==> src/logic/clpu_cfg.svh <==
`ifndef CLPU_CFG_SVH
`define CLPU_CFG_SVH
// register indexes (word address = index)
`define CLPU_REG_CTRL 8'h00
`define CLPU_REG_TSET 8'h01
`define CLPU_REG_TMAX 8'h02
`define CLPU_REG_TMIN 8'h03
`define CLPU_REG_ILOW 8'h04
`define CLPU_REG_IHIGH 8'h05
`define CLPU_REG_IOVER 8'h06
`define CLPU_REG_STATUS 8'h07
`define CLPU_REG_CNT 8'h08
`define CLPU_REG_EVMASK 8'h09
`define CLPU_REG_EVENT 8'h0a
`define CLPU_REG_LOGPTR 8'h0b
`define CLPU_REG_LOGSEL 8'h0c
`define CLPU_REG_LOGDAT 8'h0d
`define CLPU_REG_TIMELO 8'h0e
`define CLPU_REG_TIMEHI 8'h0f
// ctrl bits
`define CLPU_CTRL_CLRCNT 0
`define CLPU_CTRL_SG_LSB 4
// timing: step 5 ms, defaults in ms
`define CLPU_STEP_MS 5
`define CLPU_TSET_MS 10000
`define CLPU_TMAX_MS 30000
`define CLPU_TMIN_MS 40
`define CLPU_MAX_MS 1800000
// thresholds in 0.01 x In
`define CLPU_ILOW_RST 16'h0014
`define CLPU_IHIGH_RST 16'h0078
`define CLPU_IOVER_RST 16'h00c8
`define CLPU_RESET_PCT 97
`define CLPU_CLK_HZ 250000000
`define CLPU_LOG_DEPTH 12
`endif

==> src/logic/clpu_pkg.sv <==
package clpu_pkg;
  typedef enum logic [2:0] {
    CLPU_ST_NORMAL, CLPU_ST_LOWWAIT, CLPU_ST_ACTIVE, CLPU_ST_BLOCKED
  } clpu_state_e;
  // event bit positions in the event word
  typedef enum logic [2:0] {
    CLPU_EV_LOW, CLPU_EV_HIGH, CLPU_EV_NORMAL, CLPU_EV_OVER, CLPU_EV_ACT, CLPU_EV_BLOCK
  } clpu_event_e;
  typedef logic [15:0] clpu_cur_t;
  typedef logic [18:0] clpu_tick_t;
endpackage : clpu_pkg

==> src/logic/clpu_cmp_if.sv <==
`timescale 1ns/1ps
// comparator results handed from the level stage to the sequencer
interface clpu_cmp_if;
  logic all_low;
  logic all_high;
  logic any_over;
  modport src (output all_low, output all_high, output any_over);
  modport dst (input all_low, input all_high, input any_over);
endinterface : clpu_cmp_if

==> src/logic/clpu_top.sv <==
// Added by the designer: the register offsets and the strobed register port.
`timescale 1ns/1ps
`include "clpu_cfg.svh"
// Overview of operation
// - activate after all-low lasts start delay
// - maximum timer bounds high-current start-up
// - hold output at least minimum time unless overcurrent, max expiry or block releases it
// - minimum time acts as reclaim window
// - high starts max timer; mid ends start-up
// - nonzero minimum time extends output after start-up
// - short low period never activates; restarts
// - zero start delay activates immediately
// - overcurrent releases output at once
// - high until max expiry releases output
// - mid current, no inrush: release after minimum
// - inrush during minimum: hold until max/end
// - on/off events, polarity-filtered, timestamped
// - clearable activation and block counters
// - twelve-record ring, oldest overwritten
// - record holds time, event, currents, timers
// - all low, all high, any over
// - 97 percent dropout hysteresis
// - block gives blocked state or release
// - magnitudes refreshed on 5 ms base
module clpu_top #(
  parameter int TICK_DIV = `CLPU_CLK_HZ / 1000 * `CLPU_STEP_MS,
  parameter int LOG_DEPTH = `CLPU_LOG_DEPTH
) (
  // clock and reset
  input wire logic sys_clk,
  input wire logic nrst,
  // measured magnitudes, same clock domain
  input wire clpu_pkg::clpu_cur_t cur_a,
  input wire clpu_pkg::clpu_cur_t cur_b,
  input wire clpu_pkg::clpu_cur_t cur_c,
  // block input from pin
  input wire logic block_in,
  // register port
  input wire logic [7:0] reg_addr,
  input wire logic [31:0] reg_wdata,
  input wire logic reg_wr,
  input wire logic reg_rd,
  output logic [31:0] reg_rdata,
  // function outputs
  output logic pickup_active,
  output logic pickup_blocked,
  output logic [5:0] pickup_event_block,
  output logic event_valid
);
  localparam logic [18:0] TSET_RST = 19'(`CLPU_TSET_MS / `CLPU_STEP_MS);
  localparam logic [18:0] TMAX_RST = 19'(`CLPU_TMAX_MS / `CLPU_STEP_MS);
  localparam logic [18:0] TMIN_RST = 19'(`CLPU_TMIN_MS / `CLPU_STEP_MS);
  localparam logic [18:0] TLIM = 19'(`CLPU_MAX_MS / `CLPU_STEP_MS);

  clpu_cmp_if cmp ();

  // protection tick divider
  logic [31:0] div_q;
  logic tick_q;
  always_ff @(posedge sys_clk) begin
    if (!nrst) begin
      div_q <= 32'h0;
      tick_q <= 1'b0;
    end else begin
      tick_q <= (div_q == 32'(TICK_DIV - 1));
      div_q <= (div_q == 32'(TICK_DIV - 1)) ? 32'h0 : div_q + 32'h1;
    end
  end

  // block input synchroniser: change taken when stages two and three agree
  logic blk_s1_q, blk_s2_q, blk_s3_q, blk_q;
  always_ff @(posedge sys_clk) begin
    if (!nrst) begin
      blk_s1_q <= 1'b0;
      blk_s2_q <= 1'b0;
      blk_s3_q <= 1'b0;
      blk_q <= 1'b0;
    end else begin
      blk_s1_q <= block_in;
      blk_s2_q <= blk_s1_q;
      blk_s3_q <= blk_s2_q;
      if (blk_s2_q == blk_s3_q) blk_q <= blk_s3_q;
    end
  end

  // settings registers
  logic [31:0] ctrl_q, evmask_q;
  clpu_pkg::clpu_tick_t tset_q, tmax_q, tmin_q;
  clpu_pkg::clpu_cur_t ilow_q, ihigh_q, iover_q;
  // clamp settings to 1800 s worth of ticks
  function automatic clpu_pkg::clpu_tick_t clamp_t(input logic [31:0] v);
    clamp_t = (v > 32'(TLIM)) ? TLIM : v[18:0];
  endfunction : clamp_t

  wire wr_ctrl = reg_wr && reg_addr == `CLPU_REG_CTRL;
  wire clr_cnt = wr_ctrl && reg_wdata[`CLPU_CTRL_CLRCNT];
  always_ff @(posedge sys_clk) begin
    if (!nrst) begin
      ctrl_q <= 32'h0;
      evmask_q <= 32'h00000fff;
      tset_q <= TSET_RST;
      tmax_q <= TMAX_RST;
      tmin_q <= TMIN_RST;
      ilow_q <= `CLPU_ILOW_RST;
      ihigh_q <= `CLPU_IHIGH_RST;
      iover_q <= `CLPU_IOVER_RST;
    end else if (reg_wr) begin
      case (reg_addr)
        `CLPU_REG_CTRL: ctrl_q <= {reg_wdata[31:1], 1'b0};
        `CLPU_REG_TSET: tset_q <= clamp_t(reg_wdata);
        `CLPU_REG_TMAX: tmax_q <= clamp_t(reg_wdata);
        `CLPU_REG_TMIN: tmin_q <= clamp_t(reg_wdata);
        `CLPU_REG_ILOW: ilow_q <= reg_wdata[15:0];
        `CLPU_REG_IHIGH: ihigh_q <= reg_wdata[15:0];
        `CLPU_REG_IOVER: iover_q <= reg_wdata[15:0];
        `CLPU_REG_EVMASK: evmask_q <= reg_wdata;
        default: ;
      endcase
    end
  end

  clpu_level u_level (
    .sys_clk(sys_clk),
    .nrst(nrst),
    .upd(tick_q),
    .cur_a(cur_a),
    .cur_b(cur_b),
    .cur_c(cur_c),
    .th_low(ilow_q),
    .th_high(ihigh_q),
    .th_over(iover_q),
    .cmp(cmp)
  );

  // sequencer; timers advance only on ticks
  clpu_pkg::clpu_state_e st_q;
  clpu_pkg::clpu_tick_t tlow_q, tmx_q, tmn_q, tact_q, tsu_q;
  logic inrush_q, su_end_q;
  wire lo = cmp.all_low;
  wire hi = cmp.all_high;
  wire ov = cmp.any_over;
  wire mid = !lo && !hi;
  wire min_done = (tmn_q >= tmin_q);
  wire max_done = (tmx_q >= tmax_q);
  // release paths
  wire rel_over = ov;
  wire rel_max = inrush_q && hi && max_done;
  // release needs mid current: a feeder still at low load keeps the output
  wire rel_min = min_done && (!inrush_q || su_end_q) && mid;
  wire low_done = (tset_q == 19'h0) || (tlow_q >= tset_q);
  always_ff @(posedge sys_clk) begin
    if (!nrst) begin
      st_q <= clpu_pkg::CLPU_ST_NORMAL;
      tlow_q <= 19'h0;
      tmx_q <= 19'h0;
      tmn_q <= 19'h0;
      tact_q <= 19'h0;
      tsu_q <= 19'h0;
      inrush_q <= 1'b0;
      su_end_q <= 1'b0;
    end else begin
      case (st_q)
        clpu_pkg::CLPU_ST_NORMAL, clpu_pkg::CLPU_ST_LOWWAIT: begin
          if (!lo) begin
            st_q <= clpu_pkg::CLPU_ST_NORMAL;
            tlow_q <= 19'h0;
          end else if (low_done) begin
            st_q <= blk_q ? clpu_pkg::CLPU_ST_BLOCKED : clpu_pkg::CLPU_ST_ACTIVE;
            tmx_q <= 19'h0;
            tmn_q <= 19'h0;
            tact_q <= 19'h0;
            tsu_q <= 19'h0;
            inrush_q <= 1'b0;
            su_end_q <= 1'b0;
          end else begin
            st_q <= clpu_pkg::CLPU_ST_LOWWAIT;
            if (tick_q) tlow_q <= tlow_q + 19'h1;
          end
        end
        clpu_pkg::CLPU_ST_ACTIVE: begin
          if (rel_over || rel_max || rel_min || blk_q) begin
            st_q <= clpu_pkg::CLPU_ST_NORMAL;
            tlow_q <= 19'h0;
          end else if (tick_q) begin
            tact_q <= tact_q + 19'h1;
            // minimum window runs only on mid current: reclaim window
            if (mid && !min_done) tmn_q <= tmn_q + 19'h1;
            if (hi) begin
              inrush_q <= 1'b1;
              su_end_q <= 1'b0;
              tmx_q <= tmx_q + 19'h1;
              tsu_q <= tsu_q + 19'h1;
            end else if (inrush_q && mid) begin
              su_end_q <= 1'b1;
              tmx_q <= 19'h0;
            end
          end
        end
        clpu_pkg::CLPU_ST_BLOCKED: begin
          if (!blk_q || !lo) begin
            st_q <= clpu_pkg::CLPU_ST_NORMAL;
            tlow_q <= 19'h0;
          end
        end
        default: st_q <= clpu_pkg::CLPU_ST_NORMAL;
      endcase
    end
  end

  // event sources and edge detection
  wire act = (st_q == clpu_pkg::CLPU_ST_ACTIVE);
  wire blkd = (st_q == clpu_pkg::CLPU_ST_BLOCKED);
  // the block edge precedes the blocked state, so count the step into it
  wire blk_enter = !act && !blkd && lo && low_done && blk_q;
  wire [5:0] lvl = {blk_q, act, ov, mid && !act, act && inrush_q && hi, lo};
  logic [5:0] lvl_q;
  wire [5:0] ev_on = lvl & ~lvl_q;
  wire [5:0] ev_off = ~lvl & lvl_q;
  wire [11:0] ev_sel = {ev_off, ev_on} & evmask_q[11:0];
  logic [31:0] ms_q;
  logic [17:0] msdiv_q;
  logic [11:0] ev_q;
  logic [31:0] ev_time_q;
  logic [15:0] act_cnt_q, blk_cnt_q;
  always_ff @(posedge sys_clk) begin
    if (!nrst) begin
      lvl_q <= 6'h04; // idle levels, so no false load-normal edge after reset
      ev_q <= 12'h0;
      ev_time_q <= 32'h0;
      ms_q <= 32'h0;
      msdiv_q <= 18'h0;
      event_valid <= 1'b0;
    end else begin
      lvl_q <= lvl;
      msdiv_q <= (msdiv_q == 18'(`CLPU_CLK_HZ / 1000 - 1)) ? 18'h0 : msdiv_q + 18'h1;
      if (msdiv_q == 18'(`CLPU_CLK_HZ / 1000 - 1)) ms_q <= ms_q + 32'h1;
      event_valid <= |ev_sel;
      if (|ev_sel) begin
        ev_q <= ev_sel;
        ev_time_q <= ms_q;
      end
    end
  end
  // counters; an event in the clear cycle still counts
  always_ff @(posedge sys_clk) begin
    if (!nrst) begin
      act_cnt_q <= 16'h0;
      blk_cnt_q <= 16'h0;
    end else begin
      act_cnt_q <= (clr_cnt ? 16'h0 : act_cnt_q) + {15'h0, ev_on[4]};
      blk_cnt_q <= (clr_cnt ? 16'h0 : blk_cnt_q) + {15'h0, blk_enter};
    end
  end

  // log ring: 8 words per record
  logic [31:0] log_mem [LOG_DEPTH*8];
  logic [3:0] wp_q;
  logic [6:0] logsel_q;
  wire log_en = |ev_on;
  always_ff @(posedge sys_clk) begin
    if (!nrst) begin
      wp_q <= 4'h0;
    end else if (log_en) begin
      wp_q <= (wp_q == 4'(LOG_DEPTH - 1)) ? 4'h0 : wp_q + 4'h1;
    end
  end
  always_ff @(posedge sys_clk) begin
    if (log_en) begin
      log_mem[{wp_q, 3'd0}] <= ms_q;
      log_mem[{wp_q, 3'd1}] <= {26'h0, ev_on};
      log_mem[{wp_q, 3'd2}] <= {cur_b, cur_a};
      log_mem[{wp_q, 3'd3}] <= {16'h0, cur_c};
      log_mem[{wp_q, 3'd4}] <= {13'h0, (tset_q > tlow_q) ? tset_q - tlow_q : 19'h0};
      log_mem[{wp_q, 3'd5}] <= {13'h0, tact_q};
      log_mem[{wp_q, 3'd6}] <= {13'h0, tsu_q};
      log_mem[{wp_q, 3'd7}] <= {13'h0, tmn_q[18:0]} | {ctrl_q[7:4], 28'h0};
    end
  end
  always_ff @(posedge sys_clk) begin
    if (!nrst) logsel_q <= 7'h0;
    else if (reg_wr && reg_addr == `CLPU_REG_LOGSEL) logsel_q <= reg_wdata[6:0];
  end

  // read mux; unmapped reads give zero
  logic [31:0] rd_d;
  always_comb begin
    case (reg_addr)
      `CLPU_REG_CTRL: rd_d = ctrl_q;
      `CLPU_REG_TSET: rd_d = {13'h0, tset_q};
      `CLPU_REG_TMAX: rd_d = {13'h0, tmax_q};
      `CLPU_REG_TMIN: rd_d = {13'h0, tmin_q};
      `CLPU_REG_ILOW: rd_d = {16'h0, ilow_q};
      `CLPU_REG_IHIGH: rd_d = {16'h0, ihigh_q};
      `CLPU_REG_IOVER: rd_d = {16'h0, iover_q};
      `CLPU_REG_STATUS: rd_d = {20'h0, 3'h0, blk_q, inrush_q, su_end_q, lvl[3:0], act, blkd};
      `CLPU_REG_CNT: rd_d = {blk_cnt_q, act_cnt_q};
      `CLPU_REG_EVMASK: rd_d = evmask_q;
      `CLPU_REG_EVENT: rd_d = {20'h0, ev_q};
      `CLPU_REG_LOGPTR: rd_d = {28'h0, wp_q};
      `CLPU_REG_LOGSEL: rd_d = {25'h0, logsel_q};
      `CLPU_REG_LOGDAT: rd_d = (logsel_q < 7'(LOG_DEPTH * 8)) ? log_mem[logsel_q] : 32'h0;
      `CLPU_REG_TIMELO: rd_d = ev_time_q;
      `CLPU_REG_TIMEHI: rd_d = ms_q;
      default: rd_d = 32'h0;
    endcase
  end
  always_ff @(posedge sys_clk) begin
    if (!nrst) reg_rdata <= 32'h0;
    else reg_rdata <= reg_rd ? rd_d : 32'h0;
  end

  assign pickup_active = act;
  assign pickup_blocked = blkd;
  assign pickup_event_block = lvl_q;
endmodule : clpu_top

==> src/logic/clpu_level.sv <==
`timescale 1ns/1ps
`include "clpu_cfg.svh"
// threshold detectors with 97 % dropout hysteresis
module clpu_level (
  // clock
  input wire logic sys_clk,
  input wire logic nrst,
  input wire logic upd,
  // magnitudes and settings
  input wire clpu_pkg::clpu_cur_t cur_a,
  input wire clpu_pkg::clpu_cur_t cur_b,
  input wire clpu_pkg::clpu_cur_t cur_c,
  input wire clpu_pkg::clpu_cur_t th_low,
  input wire clpu_pkg::clpu_cur_t th_high,
  input wire clpu_pkg::clpu_cur_t th_over,
  // results
  clpu_cmp_if.src cmp
);
  // 97 % of setting, computed once per threshold
  function automatic clpu_pkg::clpu_cur_t rst_lvl(input clpu_pkg::clpu_cur_t s);
    logic [23:0] p;
    p = 24'(s) * 24'(`CLPU_RESET_PCT);
    rst_lvl = 16'(p / 24'd100);
  endfunction : rst_lvl

  wire [15:0] low_r = rst_lvl(th_low);
  wire [15:0] high_r = rst_lvl(th_high);
  wire [15:0] over_r = rst_lvl(th_over);
  logic low_q, high_q, over_q;
  // low drops out above setting; high/over drop out below 97 %
  wire low_d = low_q ? (cur_a < th_low && cur_b < th_low && cur_c < th_low)
                     : (cur_a < low_r && cur_b < low_r && cur_c < low_r);
  wire high_d = high_q ? (cur_a > high_r && cur_b > high_r && cur_c > high_r)
                       : (cur_a > th_high && cur_b > th_high && cur_c > th_high);
  wire over_d = over_q ? (cur_a > over_r || cur_b > over_r || cur_c > over_r)
                       : (cur_a > th_over || cur_b > th_over || cur_c > th_over);
  // refresh only on the 5 ms measurement tick
  always_ff @(posedge sys_clk) begin
    if (!nrst) begin
      low_q <= 1'b0;
      high_q <= 1'b0;
      over_q <= 1'b0;
    end else if (upd) begin
      low_q <= low_d;
      high_q <= high_d;
      over_q <= over_d;
    end
  end
  assign cmp.all_low = low_q;
  assign cmp.all_high = high_q;
  assign cmp.any_over = over_q;
endmodule : clpu_level

==> config.mk <==
export PLATFORM = sky130hd
export DESIGN_NAME = clpu_top
export DESIGN_NICKNAME = d
export VERILOG_FILES = /design/src/logic/clpu_pkg.sv /design/src/logic/clpu_cmp_if.sv /design/src/logic/clpu_top.sv /design/src/logic/clpu_level.sv
export VERILOG_INCLUDE_DIRS = /design/src /design/src/logic
export SDC_FILE = /design/constraint.sdc
export NUM_CORES = 2
export LEC_CHECK = 0
export BUFFER_PORTS_ARGS = -buffer_cell sky130_fd_sc_hd__clkbuf_2
export CELL_PAD_IN_SITES_DETAIL_PLACEMENT = 1
export CELL_PAD_IN_SITES_GLOBAL_PLACEMENT = 1
export CORE_UTILIZATION = 45
export CTS_CLUSTER_SIZE = 28
export DETAILED_ROUTE_END_ITERATION = 12
export PLACE_DENSITY_LB_ADDON = 0.1
export SYNTH_ARGS = -nofsm -noshare
export SYNTH_HDL_FRONTEND = slang
export SYNTH_SLANG_ARGS = --single-unit
export TNS_END_PERCENT = 30
==> constraint.sdc <==
create_clock -name sys_clk -period 19.3 [get_ports sys_clk]
set_clock_uncertainty 0.05 [all_clocks]
set_input_delay 3.86 -clock sys_clk [delete_from_list [all_inputs] [get_ports sys_clk]]
set_output_delay 3.86 -clock sys_clk [all_outputs]
set_load 0.01 [all_outputs]
==> flow_summary_export.csv <==
group,metric,value,unit
run_status,status,"complete, but fails checks",
run_status,failed_checks,"negative setup slack",
route,dr.pass1.iters,6,
synthesis,synth_top_area_frac,0.426,
synthesis,yosys_register_bits,2482,
route,wl_per_cell,29.3,um
clock_network,cts_buffer_depth,4,
sta,tns,-4.28,ns
global_route,grt.total_usage,0.344,
floorplan,io_pins,134,
power,totalPowerFinal,15.0,mW
run,cap_violations,0,
clock_network,cts_sinks,2482,
synthesis,synthesis.area,140000,um^2
clock_network,cts_tree,"done",
synthesis,async_reset_ff_frac,0,
clock_network,clkTransAtPathRegs,0.06,ns
synthesis,yosysWarnings,0,
route,dr.first_iter.drc_count,10200,
global_route,antenna_found_initial,56,
floorplan,coreArea,310000,um^2
worst_setup_path,cp-start-kind,"flop",
min_path,hold_start,"msdiv_q[0]$_SDFF_PP0_",
power,intPower,10.7,mW
place,port_buffers,133,
finish,instances_no_fill,18900,
worst_setup_path,cpPeakStageDelay,0.48,ns
min_path,min_path_type,"flop to flop",
place,placedCellCount,18300,
synthesis,yosysSeqAreaShare,0.496,
synthesis,yosys.area.top_type,"edfxtp_1",
floorplan,die_w,561,um
finish,final_nets,15300,
sta,setup_viol,3,
sta,drv_slew,0,
min_path,worst_hold_path.endpoint,"msdiv_q[0]$_SDFF_PP0_",
synthesis,synth_edf_count,1992,
worst_setup_path,r2r_end,"u_level.cmp.any_over$_SDFFE_PN0P_",
sta,worst_pin_slew,1.35,ns
finish,drive_above_1_share,0.329,
min_path,whs_path_depth,1,
sta,setup_slack,-1.59,ns
clock_network,h-tree-depth,5,
floorplan,fp-row-count,204,
synthesis,synthCells,11900,
worst_setup_path,worstSetupPathType,"flop to flop",
route,ant_nets,0,
worst_setup_path,crit_path_max_fanout,7,
floorplan,die_y,561,um
sta,whs,0.409,ns
clock_network,numCtsBuffers,273,
worst_setup_path,crit_arrival,21.62,ns
clock_network,hold_buffers,0,
global_route,grt_max_degree,165,
power,swShare,0.290,
power,p_comb_frac,0.266,
route,drc_errors,0,
worst_setup_path,cp_common_cell,"buf_4",
worst_setup_path,end_kind,"flop",
sta,final_hold_viol_count,0,
synthesis,synth_area_per_cell,11.8,um^2
global_route,grt_pass1_vias,125000,
place,post-place-ws,-3.11,ns
place,gp_congestion,0.951,
finish,area_growth,26.8,%
synthesis,yosys.cell_types.count,155,
sta,min_period,20.89,ns
synthesis,synth_ff_type,"edfxtp_1",
synthesis,syn_nets,12600,
power,ir_worst_vdd,108,uV
power,leakage,65.9,nW
floorplan,die_area,314000,um^2
floorplan,initial_core_util,0.454,
place,dp_hpwl,393000,um
clock_network,clockRootBuffer,"clkbuf_16",
sta,fin_crit_sh,1.08,
global_route,grt-ovfl-total,0,
global_route,grt_pass1_wl,815000,um
sta,rsz0062_at_grt,"yes",
worst_setup_path,slowest_stage,"or4_4",
synthesis,synthTopCellsByArea,"edfxtp_1 43%, mux4_2 8.3%, dfxtp_1 7.0%",
worst_setup_path,reg2reg_slack,-1.59,ns
clock_network,worstSkewPairLatency,0.96,ns
power,power_per_cell_area,84.3,nW/um^2
route,viasPerCell,6.23,
worst_setup_path,worst-r2r-cell-count,97,
sta,fmax,47.9,MHz
power,net-switching-power,4.35,mW
power,clkPwrFrac,0.352,
route,dr_total_vias,118000,
sta,slew_headroom,0.0968,
route,wl,554000,um
worst_setup_path,cp.required,20.04,ns
worst_setup_path,reg2reg_from,"iover_q[3]$_SDFFE_PN1P_",
power,seq_power_share,0.381,
==> what timing repair did <==
action,CTS,global route
gates cloned,1,0
gates resized for setup,207,293
buffers inserted,32,54
endpoints found under the setup margin,3,3
pin swaps,65,126
==> flip-flops by register name, indices dropped and copies added, names as in the netlist, 18 cells and up, named ones only <==
name and flops:
div_q 32, tlow_q 19, tset_q 19, tmn_q 19
tmin_q 19, reg_rdata 32, tmx_q 19, msdiv_q 18
ev_time_q 32, log_mem 1992, ms_q 32, tsu_q 19
tact_q 19, evmask_q 32, tmax_q 19, ctrl_q 31
==> metal layers <==
layer  track usage  up-vias  routed length [um]
met3        0.0492     1140               35800
met1         0.435    60600              221000
met4         0.161       18               28700
met2         0.583     4178              268000
met5             0        -                 116
li1              -    52000                   -
==> worst max path at each step <==
stage | start | slack (ns) | end
finish | iover_q[3]$_SDFFE_PN1P_ | -1.59 | u_level.cmp.any_over$_SDFFE_PN0P_
global route | iover_q[3]$_SDFFE_PN1P_ | -2.39 | u_level.cmp.any_over$_SDFFE_PN0P_
CTS | iover_q[3]$_SDFFE_PN1P_ | -1.51 | u_level.cmp.any_over$_SDFFE_PN0P_
detailed placement | iover_q[3]$_SDFFE_PN1P_ | -3.11 | u_level.cmp.any_over$_SDFFE_PN0P_
global placement | iover_q[6]$_SDFFE_PN1P_ | -2.55 | u_level.cmp.any_over$_SDFFE_PN0P_
floorplan | iover_q[3]$_SDFFE_PN1P_ | -0.31 | u_level.cmp.any_over$_SDFFE_PN0P_
==> power by group through the flow <==
stage / clock network [mW] / registers, mW / logic [mW]
2_1_floorplan: 0 / 5.84 / 1.91
3_3_place_gp: 0 / 5.84 / 3.65
3_5_place_dp: 0 / 5.84 / 3.74
4_1_cts: 5.34 / 5.72 / 3.82
5_1_grt: 5.51 / 5.72 / 4.30
6_report: 5.29 / 5.72 / 4.00
==> cells by family (layout without fill, tap and decap cells) <==
group,Yosys count,count (layout),share of synthesized area
adder cells (fa/ha/maj),609,609,0.0555
buffers and inverters,896,3763,0.0254
other,0,31,0
multiplexers,836,836,0.108
AND/OR/NAND/NOR,3669,3669,0.132
XOR/XNOR,541,541,0.0345
AO/OA/AOI/OAI,2892,2893,0.149
flip-flops,2482,2482,0.496
==> cell usage in the layout (no fill, tap or decap), types with 142 or more instances in the layout <==
cell          n
and2_1      214
mux2_2      184
a22o_1      142
o21ai_0     382
a21o_1      144
dfxtp_1     473
nand2_1     996
inv_1       296
clkbuf_16   278
nand4_1     201
ha_1        575
xnor2_1     347
edfxtp_1   1992
nand3_1     312
nor2_1      688
xor2_1      154
buf_4      2774
nor3_1      245
mux4_2      520
a21oi_1     459
a21boi_0    162
o211ai_1    152
==> cells in the mapped netlist (all sizes together) (290+ instances only) <==
library cell / number
nor2: 733
dfxtp: 490
o21ai: 471
edfxtp: 1992
ha: 580
a21oi: 516
nand3: 324
mux4: 520
clkbuf: 405
xnor2: 374
nor3: 290
nand2: 1016
inv: 326
==> critical path, delay by kind of cell (launching register included) <==
family / cells / cell delay (ns)
flops: 1 / 0.38
simple gates: 25 / 4.91
buf+inv: 19 / 2.79
compound gates: 39 / 8.74
mux: 6 / 1.65
xor+xnor: 2 / 0.25
fa+ha+maj: 6 / 1.96
==> through the flow <==
step | instance area, um^2 | util
3_5_place_dp | 166000 | 0.536
2_1_floorplan | 142000 | -
5_1_grt | 178000 | 0.575
4_1_cts | 176000 | 0.569
6_report | 178000 | 0.575
3_3_place_gp | 166000 | 0.536
==> area by class of cell <==
type,instances,area [um^2]
clock inverters,134,1580
flip-flops and latches,2482,69700
fillers,32000,132000
diodes,31,77.6
multi-input cells,8548,70900
well taps,4120,5150
repair buffers,2932,21900
clock buffers,365,7470
inverters,332,1290
No activity file was read; power rests on OpenSTA's default activity.
